===== src/sse_pkg.sv =====
// Operation
// - Serial bytes buffered, segmented, sent as images
// - Input image: six data, diagnostic, status
// - Diagnostic byte holds five error flags
// - Diagnostics always shown regardless of enable
// - Link-ok is 1 until communication disturbed
// - Diagnosis message only when diagnostics released
// - Output ack echoes last accepted output sequence
// - Input sequence counts 0,1,2,3, wraps
// - Input valid-byte count states valid bytes
// - Status: link-ok, out ack, in seq, count
// - Output user data loaded into transmit buffer
// - Receive purge only while clear request low
// - Clear request falling edge sets link-ok
// - Control fields ignored while clear request low
// - Transmit purge only while clear request low
package sse_pkg;
  // ----------------------------------------
  // Image layout
  // ----------------------------------------
  localparam int unsigned USER_BYTES = 6;
  localparam int unsigned DIAG_BYTE = 6;
  localparam int unsigned CTRL_BYTE = 7;
  localparam int unsigned FLAG_BIT = 7;
  localparam int unsigned ACK_HI = 6;
  localparam int unsigned ACK_LO = 5;
  localparam int unsigned SEQ_HI = 4;
  localparam int unsigned SEQ_LO = 3;
  localparam int unsigned CNT_HI = 2;
  localparam int unsigned CNT_LO = 0;
  localparam logic [2:0] MAX_COUNT = 3'h6;
  // Diagnostic byte bit positions
  localparam int unsigned DIAG_OVFL_BIT = 7;
  localparam int unsigned DIAG_FRAME_BIT = 6;
  localparam int unsigned DIAG_HNDSH_BIT = 5;
  localparam int unsigned DIAG_HW_BIT = 4;
  localparam int unsigned DIAG_PRM_BIT = 3;
  // Purge byte bit positions
  localparam int unsigned PURGE_RX_BIT = 1;
  localparam int unsigned PURGE_TX_BIT = 0;
  // ----------------------------------------
  // Buffers and registers
  // ----------------------------------------
  localparam int unsigned BUF_DEPTH = 64;
  localparam int unsigned BUF_AW = 6;
  localparam logic [3:0] ADDR_CTRL = 4'h0;
  localparam logic [3:0] ADDR_STATUS = 4'h1;
  localparam logic [3:0] ADDR_RXDATA = 4'h2;
  localparam logic [3:0] ADDR_TXDATA = 4'h3;
  localparam logic [3:0] ADDR_DIAG = 4'h4;
  localparam logic [3:0] ADDR_LEVELS = 4'h5;
  localparam logic [31:0] UNMAPPED_VAL = 32'h0000_0000;
  localparam logic [7:0] DIAG_RESET = 8'h00;
  localparam logic CTRL_DIAG_EN_RESET = 1'b0;
endpackage : sse_pkg


===== src/sse_buf_mem.sv =====
`timescale 1ns/100ps
`default_nettype none
// Byte memory with registered read data
module sse_buf_mem (
  input wire logic clk_i,
  input wire logic we_i,
  input wire logic [5:0] waddr_i,
  input wire logic [7:0] wdata_i,
  input wire logic [5:0] raddr_i,
  output logic [7:0] rdata_o
);
  // Storage, no reset needed for data
  logic [7:0] mem_q [0:63];

  // ----------------------------------------
  // Write and registered read
  // ----------------------------------------
  always_ff @(posedge clk_i) begin
    if (we_i) begin
      mem_q[waddr_i] <= wdata_i;
    end
    rdata_o <= mem_q[raddr_i];
  end
endmodule : sse_buf_mem
`default_nettype wire


===== src/sse_top.sv =====
// Design decisions made here: the Avalon-MM register port and the placing of the registers.
`timescale 1ns/100ps
`default_nettype none
// Segment exchange between a serial byte stream and 8-byte images
module sse_top (
  input wire logic ref_clk_i,
  input wire logic nrst_i,
  // Serial side receive bytes (same clock domain)
  input wire logic rx_valid_i,
  input wire logic [7:0] rx_data_i,
  // Serial side transmit bytes
  output logic tx_valid_o,
  output logic [7:0] tx_data_o,
  input wire logic tx_ready_i,
  // Serial error events
  input wire logic framing_err_i,
  input wire logic handshake_err_i,
  input wire logic hw_fault_i,
  input wire logic param_err_i,
  // Controller images, output_image strobed by out_img_valid_i
  input wire logic out_img_valid_i,
  input wire logic [63:0] output_image_i,
  input wire logic in_img_req_i,
  output logic [63:0] input_image_o,
  output logic in_img_valid_o,
  output logic diag_msg_o,
  // Avalon-MM slave
  input wire logic [3:0] avs_address,
  input wire logic avs_read,
  input wire logic avs_write,
  input wire logic [31:0] avs_writedata,
  output logic [31:0] avs_readdata,
  output logic avs_waitrequest
);
  // ----------------------------------------
  // Reset synchroniser
  // ----------------------------------------
  logic rst_s1_q, rst_n_q; // Two-stage release
  always_ff @(posedge ref_clk_i or negedge nrst_i) begin
    if (!nrst_i) begin
      rst_s1_q <= 1'b0;
      rst_n_q <= 1'b0;
    end else begin
      rst_s1_q <= 1'b1;
      rst_n_q <= rst_s1_q;
    end
  end

  // ----------------------------------------
  // Control byte decode
  // ----------------------------------------
  wire logic [7:0] ctrl_b = output_image_i[8*sse_pkg::CTRL_BYTE +: 8];
  wire logic [7:0] purge_b = output_image_i[8*sse_pkg::DIAG_BYTE +: 8];
  wire logic clr_req = ctrl_b[sse_pkg::FLAG_BIT]; // link_ok_clear_req
  wire logic [1:0] in_segment_ack = ctrl_b[sse_pkg::ACK_HI:sse_pkg::ACK_LO];
  wire logic [1:0] out_segment_seq = ctrl_b[sse_pkg::SEQ_HI:sse_pkg::SEQ_LO];
  wire logic [2:0] out_valid_byte_count = ctrl_b[sse_pkg::CNT_HI:sse_pkg::CNT_LO];
  wire logic rx_purge = out_img_valid_i & purge_b[sse_pkg::PURGE_RX_BIT] & ~clr_req;
  wire logic tx_purge = out_img_valid_i & purge_b[sse_pkg::PURGE_TX_BIT] & ~clr_req;

  // Clear request acts as the handshake gate; low ignores counters
  logic clr_prev_q; // Last sampled clear request
  logic [1:0] out_seq_prev_q; // Last taken output sequence
  logic [1:0] out_segment_ack_q; // Echo returned in status
  logic [1:0] last_in_ack_q; // Last controller acknowledge
  // New output segment: clear high and sequence changed
  wire logic new_out_seg = out_img_valid_i & clr_req & (out_segment_seq != out_seq_prev_q);
  wire logic cnt_ok = out_valid_byte_count <= sse_pkg::MAX_COUNT;

  // ----------------------------------------
  // Buffer pointers (64-entry byte buffers)
  // ----------------------------------------
  logic [6:0] rx_wr_q, rx_rd_q, tx_wr_q, tx_rd_q; // Extra bit tells full from empty
  wire logic [6:0] rx_lvl = rx_wr_q - rx_rd_q;
  wire logic [6:0] tx_lvl = tx_wr_q - tx_rd_q;
  wire logic rx_full = rx_lvl[6];
  wire logic rx_push = rx_valid_i & ~rx_full;
  // Loss of a byte on a full buffer is reported, not hidden
  wire logic rx_lost = rx_valid_i & rx_full;
  // A new segment is only built once the controller has acked the last one
  logic [1:0] in_seq_q; // in_segment_seq
  // Strobed copy of the acknowledge; the image bus is stale between strobes
  wire logic in_acked = (last_in_ack_q == in_seq_q) | ~in_img_valid_o;
  wire logic [2:0] seg_len = (rx_lvl > 7'(sse_pkg::USER_BYTES)) ? sse_pkg::MAX_COUNT
                                                                : rx_lvl[2:0];

  // Receive memory is read through a gather FSM, one byte per cycle
  typedef enum logic [1:0] {SSE_IDLE, SSE_READ, SSE_SEND} sse_gst_t;
  sse_gst_t gst_q;
  logic [2:0] gcnt_q; // Bytes requested so far
  logic [2:0] glen_q; // Length of segment being built
  logic [2:0] img_cnt_q; // Count shown with the current image
  logic [2:0] gdone_q; // Bytes landed in image
  logic gpend_q; // A read is in flight
  logic [47:0] seg_q; // Assembled user bytes

  wire logic [7:0] rx_rdata;
  wire logic [7:0] tx_rdata;
  wire logic rx_rd_en = (gst_q == SSE_READ) & (gcnt_q < glen_q);
  wire logic tx_push_any = new_out_seg & cnt_ok & ~tx_purge;

  sse_buf_mem u_rx_mem (
    .clk_i(ref_clk_i),
    .we_i(rx_push),
    .waddr_i(rx_wr_q[5:0]),
    .wdata_i(rx_data_i),
    .raddr_i(rx_rd_q[5:0]),
    .rdata_o(rx_rdata)
  );

  // Transmit side uses the same registered-read memory
  logic [2:0] tx_load_q; // Bytes left to load from latched image
  logic [47:0] tx_seg_q; // Latched output user bytes
  wire logic tx_space = tx_lvl <= 7'(64 - sse_pkg::USER_BYTES);
  wire logic tx_load = (tx_load_q != 3'h0);
  // Byte k of segment sits in image byte 5-k
  wire logic [7:0] tx_load_byte = tx_seg_q[8*(sse_pkg::USER_BYTES-1) +: 8];
  // Level seen one cycle ago, so the registered read data are fresh
  logic tx_ne_q;
  sse_buf_mem u_tx_mem (
    .clk_i(ref_clk_i),
    .we_i(tx_load),
    .waddr_i(tx_wr_q[5:0]),
    .wdata_i(tx_load_byte),
    .raddr_i(tx_rd_q[5:0]),
    .rdata_o(tx_rdata)
  );

  // ----------------------------------------
  // Link-ok flag and diagnostics
  // ----------------------------------------
  logic link_ok_q;
  logic [7:0] diag_q; // Sticky diagnostic flags
  logic diag_en_q; // 0 means diagnostics released
  wire logic disturb = rx_lost | framing_err_i | handshake_err_i | hw_fault_i | param_err_i;

  always_ff @(posedge ref_clk_i or negedge rst_n_q) begin
    if (!rst_n_q) begin
      link_ok_q <= 1'b1;
      diag_q <= sse_pkg::DIAG_RESET;
      clr_prev_q <= 1'b0;
      diag_msg_o <= 1'b0;
    end else begin
      diag_msg_o <= 1'b0;
      if (out_img_valid_i) begin
        clr_prev_q <= clr_req;
      end
      if (disturb) begin
        link_ok_q <= 1'b0; // Only controller restores it
        diag_q[sse_pkg::DIAG_OVFL_BIT] <= diag_q[sse_pkg::DIAG_OVFL_BIT] | rx_lost;
        diag_q[sse_pkg::DIAG_FRAME_BIT] <= diag_q[sse_pkg::DIAG_FRAME_BIT] | framing_err_i;
        diag_q[sse_pkg::DIAG_HNDSH_BIT] <= diag_q[sse_pkg::DIAG_HNDSH_BIT] | handshake_err_i;
        diag_q[sse_pkg::DIAG_HW_BIT] <= diag_q[sse_pkg::DIAG_HW_BIT] | hw_fault_i;
        diag_q[sse_pkg::DIAG_PRM_BIT] <= diag_q[sse_pkg::DIAG_PRM_BIT] | param_err_i;
        if (link_ok_q & ~diag_en_q) begin
          diag_msg_o <= 1'b1;
        end
      end else if (out_img_valid_i & clr_prev_q & ~clr_req) begin
        link_ok_q <= 1'b1; // Falling clear edge; a new error wins
        diag_q <= sse_pkg::DIAG_RESET;
      end
    end
  end

  // ----------------------------------------
  // Output segment acceptance
  // ----------------------------------------
  always_ff @(posedge ref_clk_i or negedge rst_n_q) begin
    if (!rst_n_q) begin
      out_seq_prev_q <= 2'h3; // First segment with sequence 0 counts as new
      out_segment_ack_q <= 2'h0;
      last_in_ack_q <= 2'h3; // Nothing acknowledged before the first image
      tx_load_q <= 3'h0;
      tx_seg_q <= '0;
    end else begin
      if (out_img_valid_i & clr_req) begin
        last_in_ack_q <= in_segment_ack;
      end
      if (tx_push_any & ~tx_load & tx_space) begin
        out_seq_prev_q <= out_segment_seq;
        out_segment_ack_q <= out_segment_seq; // Echo of accepted segment
        tx_seg_q <= output_image_i[47:0]; // Segment byte 0 already on top
        tx_load_q <= out_valid_byte_count;
      end else if (tx_load) begin
        tx_seg_q <= tx_seg_q << 8;
        tx_load_q <= tx_load_q - 3'h1;
      end
    end
  end

  // ----------------------------------------
  // Transmit buffer and serial output
  // ----------------------------------------
  always_ff @(posedge ref_clk_i or negedge rst_n_q) begin
    if (!rst_n_q) begin
      tx_wr_q <= 7'h00;
      tx_rd_q <= 7'h00;
      tx_valid_o <= 1'b0;
      tx_data_o <= 8'h00;
      tx_ne_q <= 1'b0;
    end else if (tx_purge) begin
      tx_wr_q <= 7'h00;
      tx_rd_q <= 7'h00;
      tx_valid_o <= 1'b0;
      tx_ne_q <= 1'b0;
    end else begin
      if (tx_load) begin
        tx_wr_q <= tx_wr_q + 7'h01;
      end
      tx_ne_q <= (tx_lvl != 7'h00);
      if (tx_valid_o & tx_ready_i) begin
        tx_valid_o <= 1'b0;
      end else if (~tx_valid_o & tx_ne_q & (tx_lvl != 7'h00)) begin
        tx_valid_o <= 1'b1;
        tx_data_o <= tx_rdata;
        tx_rd_q <= tx_rd_q + 7'h01;
      end
    end
  end

  // ----------------------------------------
  // Input segment gather and image build
  // ----------------------------------------
  wire logic [7:0] status_b = {link_ok_q, out_segment_ack_q, in_seq_q, img_cnt_q};
  always_ff @(posedge ref_clk_i or negedge rst_n_q) begin
    if (!rst_n_q) begin
      gst_q <= SSE_IDLE;
      gcnt_q <= 3'h0;
      glen_q <= 3'h0;
      img_cnt_q <= 3'h0;
      gdone_q <= 3'h0;
      gpend_q <= 1'b0;
      seg_q <= '0;
      in_seq_q <= 2'h3;
      rx_wr_q <= 7'h00;
      rx_rd_q <= 7'h00;
      input_image_o <= '0;
      in_img_valid_o <= 1'b0;
    end else if (rx_purge) begin
      rx_wr_q <= 7'h00;
      rx_rd_q <= 7'h00;
      gst_q <= SSE_IDLE;
      gpend_q <= 1'b0;
    end else begin
      if (rx_push) begin
        rx_wr_q <= rx_wr_q + 7'h01;
      end
      gpend_q <= rx_rd_en;
      if (gpend_q) begin
        seg_q[8*(sse_pkg::USER_BYTES-1) - 8*gdone_q +: 8] <= rx_rdata;
        gdone_q <= gdone_q + 3'h1;
      end
      // Diagnostics refresh every cycle except a receive purge cycle, enable setting notwithstanding
      input_image_o[8*sse_pkg::DIAG_BYTE +: 8] <= diag_q;
      case (gst_q)
        SSE_IDLE: begin
          if (in_img_req_i & in_acked & (rx_lvl != 7'h00)) begin
            glen_q <= seg_len;
            gcnt_q <= 3'h0;
            gdone_q <= 3'h0;
            seg_q <= '0;
            gst_q <= SSE_READ;
          end
        end
        SSE_READ: begin
          if (rx_rd_en) begin
            rx_rd_q <= rx_rd_q + 7'h01;
            gcnt_q <= gcnt_q + 3'h1;
          end else if (~gpend_q) begin
            gst_q <= SSE_SEND;
          end
        end
        SSE_SEND: begin
          in_seq_q <= in_seq_q + 2'h1; // Wraps 3 to 0
          input_image_o[47:0] <= seg_q;
          input_image_o[8*sse_pkg::CTRL_BYTE +: 8] <= {link_ok_q, out_segment_ack_q,
                                                        in_seq_q + 2'h1, glen_q};
          in_img_valid_o <= 1'b1;
          img_cnt_q <= glen_q; // Count moves only with its own data
          gst_q <= SSE_IDLE;
        end
        default: gst_q <= SSE_IDLE;
      endcase
      if (gst_q != SSE_SEND) begin
        input_image_o[8*sse_pkg::CTRL_BYTE +: 8] <= status_b;
      end
    end
  end

  // ----------------------------------------
  // Avalon-MM slave, one wait state
  // ----------------------------------------
  logic ack_q; // Answer phase
  wire logic [31:0] rd_mux =
      (avs_address == sse_pkg::ADDR_CTRL) ? {31'h0, diag_en_q} :
      (avs_address == sse_pkg::ADDR_STATUS) ? {24'h0, status_b} :
      (avs_address == sse_pkg::ADDR_RXDATA) ? {24'h0, seg_q[47:40]} :
      (avs_address == sse_pkg::ADDR_TXDATA) ? {24'h0, tx_data_o} :
      (avs_address == sse_pkg::ADDR_DIAG) ? {24'h0, diag_q} :
      (avs_address == sse_pkg::ADDR_LEVELS) ? {9'h0, tx_lvl, 9'h0, rx_lvl} :
      sse_pkg::UNMAPPED_VAL;

  always_ff @(posedge ref_clk_i or negedge rst_n_q) begin
    if (!rst_n_q) begin
      ack_q <= 1'b0;
      avs_waitrequest <= 1'b1;
      avs_readdata <= 32'h0000_0000;
      diag_en_q <= sse_pkg::CTRL_DIAG_EN_RESET;
    end else begin
      ack_q <= (avs_read | avs_write) & ~ack_q;
      avs_waitrequest <= ~((avs_read | avs_write) & ~ack_q);
      if ((avs_read | avs_write) & ~ack_q) begin
        avs_readdata <= avs_read ? rd_mux : 32'h0000_0000;
      end
      // Write lands on the edge that sees waitrequest low
      if (avs_write & ack_q & (avs_address == sse_pkg::ADDR_CTRL)) begin
        diag_en_q <= avs_writedata[0];
      end
    end
  end
endmodule : sse_top
`default_nettype wire


===== config.mk =====
export PLATFORM = sky130hd
export DESIGN_NAME = sse_top
export DESIGN_NICKNAME = d
export VERILOG_FILES = /design/src/sse_pkg.sv /design/src/sse_buf_mem.sv /design/src/sse_top.sv
export SDC_FILE = /design/constraint.sdc
export NUM_CORES = 2
export LEC_CHECK = 0
export ABC_AREA = 1
export BUFFER_PORTS_ARGS = -buffer_cell sky130_fd_sc_hd__buf_2
export CAP_MARGIN = 20
export CELL_PAD_IN_SITES_DETAIL_PLACEMENT = 0
export CELL_PAD_IN_SITES_GLOBAL_PLACEMENT = 1
export CORE_ASPECT_RATIO = 1.5
export CORE_UTILIZATION = 25
export CTS_BUF_LIST = sky130_fd_sc_hd__clkbuf_4 sky130_fd_sc_hd__clkbuf_8
export DETAILED_ROUTE_END_ITERATION = 16
export MAX_ROUTING_LAYER = met4
export PLACE_DENSITY = 0.48
export SLEW_MARGIN = 5
export SYNTH_ARGS = -nofsm -noshare
export SYNTH_HDL_FRONTEND = slang
export SYNTH_SLANG_ARGS = --single-unit

===== constraint.sdc =====
create_clock -name ref_clk_i -period 7.7 [get_ports ref_clk_i]
set_clock_uncertainty 0.2 [all_clocks]
set_input_delay 0 -clock ref_clk_i [delete_from_list [all_inputs] [get_ports ref_clk_i]]
set_output_delay 0 -clock ref_clk_i [all_outputs]
set_load 0.02 [all_outputs]

==> results_dict.tcl <==
set metrics [dict create \
    run_status "finished, final reports clean" \
    cts-root-to-sink-buffers 4 \
    reported_leakage_power_nw 23.0 \
    cts_sinks 1290 \
    synth_compound_gate_area_share 0.108 \
    wl_per_cell_um 22.0 \
    cp_num_cells 12 \
    ant_nets 0 \
    post_synth_edffs 1024 \
    crit_chain "inv_1 > ha_1 > nand2_1 > inv_1 > nand3_1 > nand3_1 > nand2_1 > nand2_1 > nand2_1 > inv_2 > nand4_1 > nor2_1" \
    drt-vias-per-instance 4.57 \
    finalCriticalPeriod_ps 5240 \
    synth.distinct_cells 46 \
    dominant_combinational_cell_family_by_area_after_synthesis "simple AND/OR/NAND/NOR gates" \
    post-route-period-util 0.681 \
    yosysTopAreaCellShare 0.575 \
    synth_adder_area_share 0.00768 \
    synthMostInstantiatedCell "sky130_fd_sc_hd__edfxtp_1" \
    clock_tree.root_cell "sky130_fd_sc_hd__clkbuf_8" \
    max_slew.worst_pin.slew_ps 1200 \
    insertion_delay_ps 940 \
    synth.area.mux_share 0.000421 \
    nNetsFinal 5266 \
    critical_path.most_common_cell "sky130_fd_sc_hd__nand2_1" \
    vias 37100 \
    maxSlewViolCount 0 \
    cts_tree "yes" \
    wirelength_um 178000 \
    numCtsBuffers 212 \
    number_of_antenna_violations_at_the_first_check_in_global_routing 15 \
    timing.critical_path.buf_inv 3 \
    num_io_pins 228 \
    ctsHtreeMaxLevel 4 \
    netlist_top_cells_area "sky130_fd_sc_hd__edfxtp_1 58%, sky130_fd_sc_hd__dfrtp_1 11%, sky130_fd_sc_hd__o21ai_0 6.6%, sky130_fd_sc_hd__nor2_1 5.7%, sky130_fd_sc_hd__nand2_1 4.9%" \
    cap_violations 0 \
    overflow 0 \
    cts.hold.buffers_added 177 \
    fin_setup_tns_ps 0 \
    timing.critical_path.from_type "flop" \
    drt_iter0_drc 2624 \
    drt_drc_violations_left 0 \
    globalplace.congestion 0.783 \
    synth-xor-area-share 0.00344 \
    dominantRegCellSynth "sky130_fd_sc_hd__edfxtp_1" \
    worstSetupEndpointType "flop" \
    area_growth_synth_to_finish_pct 18.2 \
    io_buffers 170 \
    die_height_um 568 \
    groute.usage.overall 0.167 \
    required_ps 7960 \
    worstPathArrival_ps 5500 \
    worst_path_dominant_cell_family "simple AND/OR/NAND/NOR gates" \
    irDropWorstVdd_mv 0.215 \
    synth_simple_gate_area_share 0.143 \
    die_w_um 379 \
    core_area_sq_mm 0.212 \
    hpwl_um 110000 \
    cts-resized-gates 0 \
    rr_worst_depth 12 \
    finalHoldViolCount 0 \
    postSynth.asyncResetShare 0.194 \
    crit_fanout 14 \
    postCtsSetupBuffers 0 \
    ys_seq_elements 1290 \
    worstHoldPathType "reg -> async" \
    wire_length_of_the_first_global_routing_pass_um 256000 \
    via_count_of_the_first_global_routing_pass 37100 \
    grt_setup_unrepaired "false" \
    finalSetupViolCount 0 \
    crit_path_top_delay_cell "sky130_fd_sc_hd__nor2_1" \
    synth_cells 4773 \
    start_util 0.252 \
    grt_start_max_net_pins 154 \
    synth.avg_cell_area_sq_um 11.2 \
    synth_top_cell_by_area "sky130_fd_sc_hd__edfxtp_1" \
    synth.cells.most_frequent "1024 x sky130_fd_sc_hd__edfxtp_1, 809 x sky130_fd_sc_hd__nor2_1, 703 x sky130_fd_sc_hd__o21ai_0" \
    synth.yosys.seq_area_share 0.699 \
    max_freq_mhz 191 \
    worst_slew_margin_rel 0.197 \
    cpPeakStageDelay_ps 1030 \
    post_route_cells_drive_above_1_share 0.119 \
    power.density_mw_per_mm2 343 \
    floorplan.rows 207 \
    ys.warnings.count 0 \
    hold_ws_ps 85.6 \
    number_of_search_and_repair_iterations_in_the_first_detailed_routing_pass 6 \
    syn_area_sq_mm 0.0534 \
    dieArea_sq_mm 0.216 \
    worst_setup_hold_path_clk_slew_ps 70 \
    critPathKind "reg -> reg" \
]
## final cells by class
class / instances / area [sq um]
diodes: 9 / 22.5
clock buffers: 292 / 3620
clock inverters: 91 / 584
well taps: 2821 / 3530
repair buffers: 413 / 3200
fillers: 22000 / 149000
inverters: 193 / 736
multi-input cells: 3005 / 14100
flip-flops and latches: 1290 / 37400
## cells in the final DEF, fill, tap and decap left out, types with 6 or more instances in the layout
master and n:
sky130_fd_sc_hd__o21ai_1 16, sky130_fd_sc_hd__dfstp_2 8, sky130_fd_sc_hd__buf_12 6, sky130_fd_sc_hd__buf_2 170, sky130_fd_sc_hd__nor2_1 808, sky130_fd_sc_hd__bufinv_16 6
sky130_fd_sc_hd__clkbuf_4 63, sky130_fd_sc_hd__clkinv_2 34, sky130_fd_sc_hd__o21ai_0 702, sky130_fd_sc_hd__nand3_1 276, sky130_fd_sc_hd__clkbuf_8 230, sky130_fd_sc_hd__dfxtp_1 16
sky130_fd_sc_hd__dfrtp_2 9, sky130_fd_sc_hd__ha_1 28, sky130_fd_sc_hd__o211ai_1 63, sky130_fd_sc_hd__xnor2_1 10, sky130_fd_sc_hd__clkinv_1 51, sky130_fd_sc_hd__dfrtp_1 228
sky130_fd_sc_hd__conb_1 21, sky130_fd_sc_hd__dlygate4sd3_1 176, sky130_fd_sc_hd__edfxtp_1 1024, sky130_fd_sc_hd__nand2_1 695, sky130_fd_sc_hd__nor3_1 21, sky130_fd_sc_hd__nand3b_1 9
sky130_fd_sc_hd__o22ai_1 199, sky130_fd_sc_hd__buf_4 59, sky130_fd_sc_hd__inv_2 7, sky130_fd_sc_hd__inv_1 175, sky130_fd_sc_hd__diode_2 9, sky130_fd_sc_hd__nand4_1 39
sky130_fd_sc_hd__a21oi_1 61, sky130_fd_sc_hd__xor2_1 11
## cells by family (layout without fill, tap and decap cells)
logic type | after synthesis | in the layout
other cells | 2 | 30
xor+xnor | 21 | 21
fa+ha+maj | 31 | 31
simple gates | 1871 | 1871
flops | 1290 | 1290
buf+inv | 497 | 989
mux | 2 | 2
compound gates | 1059 | 1059
## metal layers
| layer | wire, um | global-route usage | part of all wire | vias to the layer above |
|---|---|---|---|---|
| li1 | - | - | - | 17500 |
| met4 | 5260 | 0.0539 | 0.030 | 0 |
| met1 | 77100 | 0.205 | 0.43 | 18300 |
| met2 | 85800 | 0.273 | 0.48 | 921 |
| met3 | 10000 | 0.0337 | 0.056 | 296 |
| met5 | 0 | - | 0 | - |
## power by group
part / switching, mW / leakage (nW) / internal [mW]
combinational: 4.99 / 7.97 / 1.79
sequential: 0.521 / 12.7 / 8.23
clock: 2.91 / 2.24 / 3.25
total: 8.42 / 23.0 / 13.3
## per-stage QoR
stage	setup WS (ps)	cells	power (mW)	cell area, sq um	util
floorplan	31.1	4792	12.8	53500	-
global placement	2480	7542	15.7	57100	0.269
detailed placement	2600	7543	15.7	57100	0.269
CTS	2520	8103	22.1	63100	0.298
global route	2290	8112	23.0	63200	0.298
finish	2460	8114	21.7	63200	0.298
## final timing paths
| kind | from | slack, ps | to |
|---|---|---|---|
| worst max-delay path | rx_rd_q[4]$_DFFE_PN0P_ | 2460 | u_rx_mem.mem_q[0][3]$_DFFE_PP_ |
| worst min-delay path | rst_n_q$_DFF_PN0_ | 90 | tx_seg_q[29]$_DFFE_PN0P_ |
| worst max register to register | rx_rd_q[4]$_DFFE_PN0P_ | 2460 | u_rx_mem.mem_q[0][3]$_DFFE_PP_ |
| worst min register to register | rst_n_q$_DFF_PN0_ | 90 | tx_seg_q[29]$_DFFE_PN0P_ |
| max in group asynchronous | rst_n_q$_DFF_PN0_ | 5510 | input_image_o[20]$_DFFE_PN0P_ |
| min in group ref_clk_i | rx_data_i[6] | 90 | u_rx_mem.mem_q[37][6]$_DFFE_PP_ |
## flip-flops by register name, summed over array words and instances (netlist names), 3 cells and up
| name | flops |
|---|---|
| tx_data_o | 8 |
| tx_rd_q | 7 |
| avs_readdata | 15 |
| u_tx_mem.rdata_o | 8 |
| glen_q | 3 |
| seg_q | 48 |
| gcnt_q | 3 |
| tx_load_q | 3 |
| img_cnt_q | 3 |
| diag_q | 5 |
| rx_rd_q | 7 |
| u_rx_mem.mem_q | 512 |
| u_tx_mem.mem_q | 512 |
| gdone_q | 3 |
| tx_seg_q | 48 |
| input_image_o | 61 |
| u_rx_mem.rdata_o | 8 |
| tx_wr_q | 7 |
| rx_wr_q | 7 |
## worst register-to-register path: stages (launching register included)
cell                      delay, ps
sky130_fd_sc_hd__dfrtp_1        620
sky130_fd_sc_hd__inv_1          480
sky130_fd_sc_hd__ha_1           530
sky130_fd_sc_hd__nand2_1         70
sky130_fd_sc_hd__inv_1           70
sky130_fd_sc_hd__nand3_1         90
sky130_fd_sc_hd__nand3_1         80
sky130_fd_sc_hd__nand2_1         50
sky130_fd_sc_hd__nand2_1        240
sky130_fd_sc_hd__nand2_1        130
sky130_fd_sc_hd__inv_2          240
sky130_fd_sc_hd__nand4_1        930
sky130_fd_sc_hd__nor2_1        1040
No activity file was read; power rests on OpenSTA's default activity.
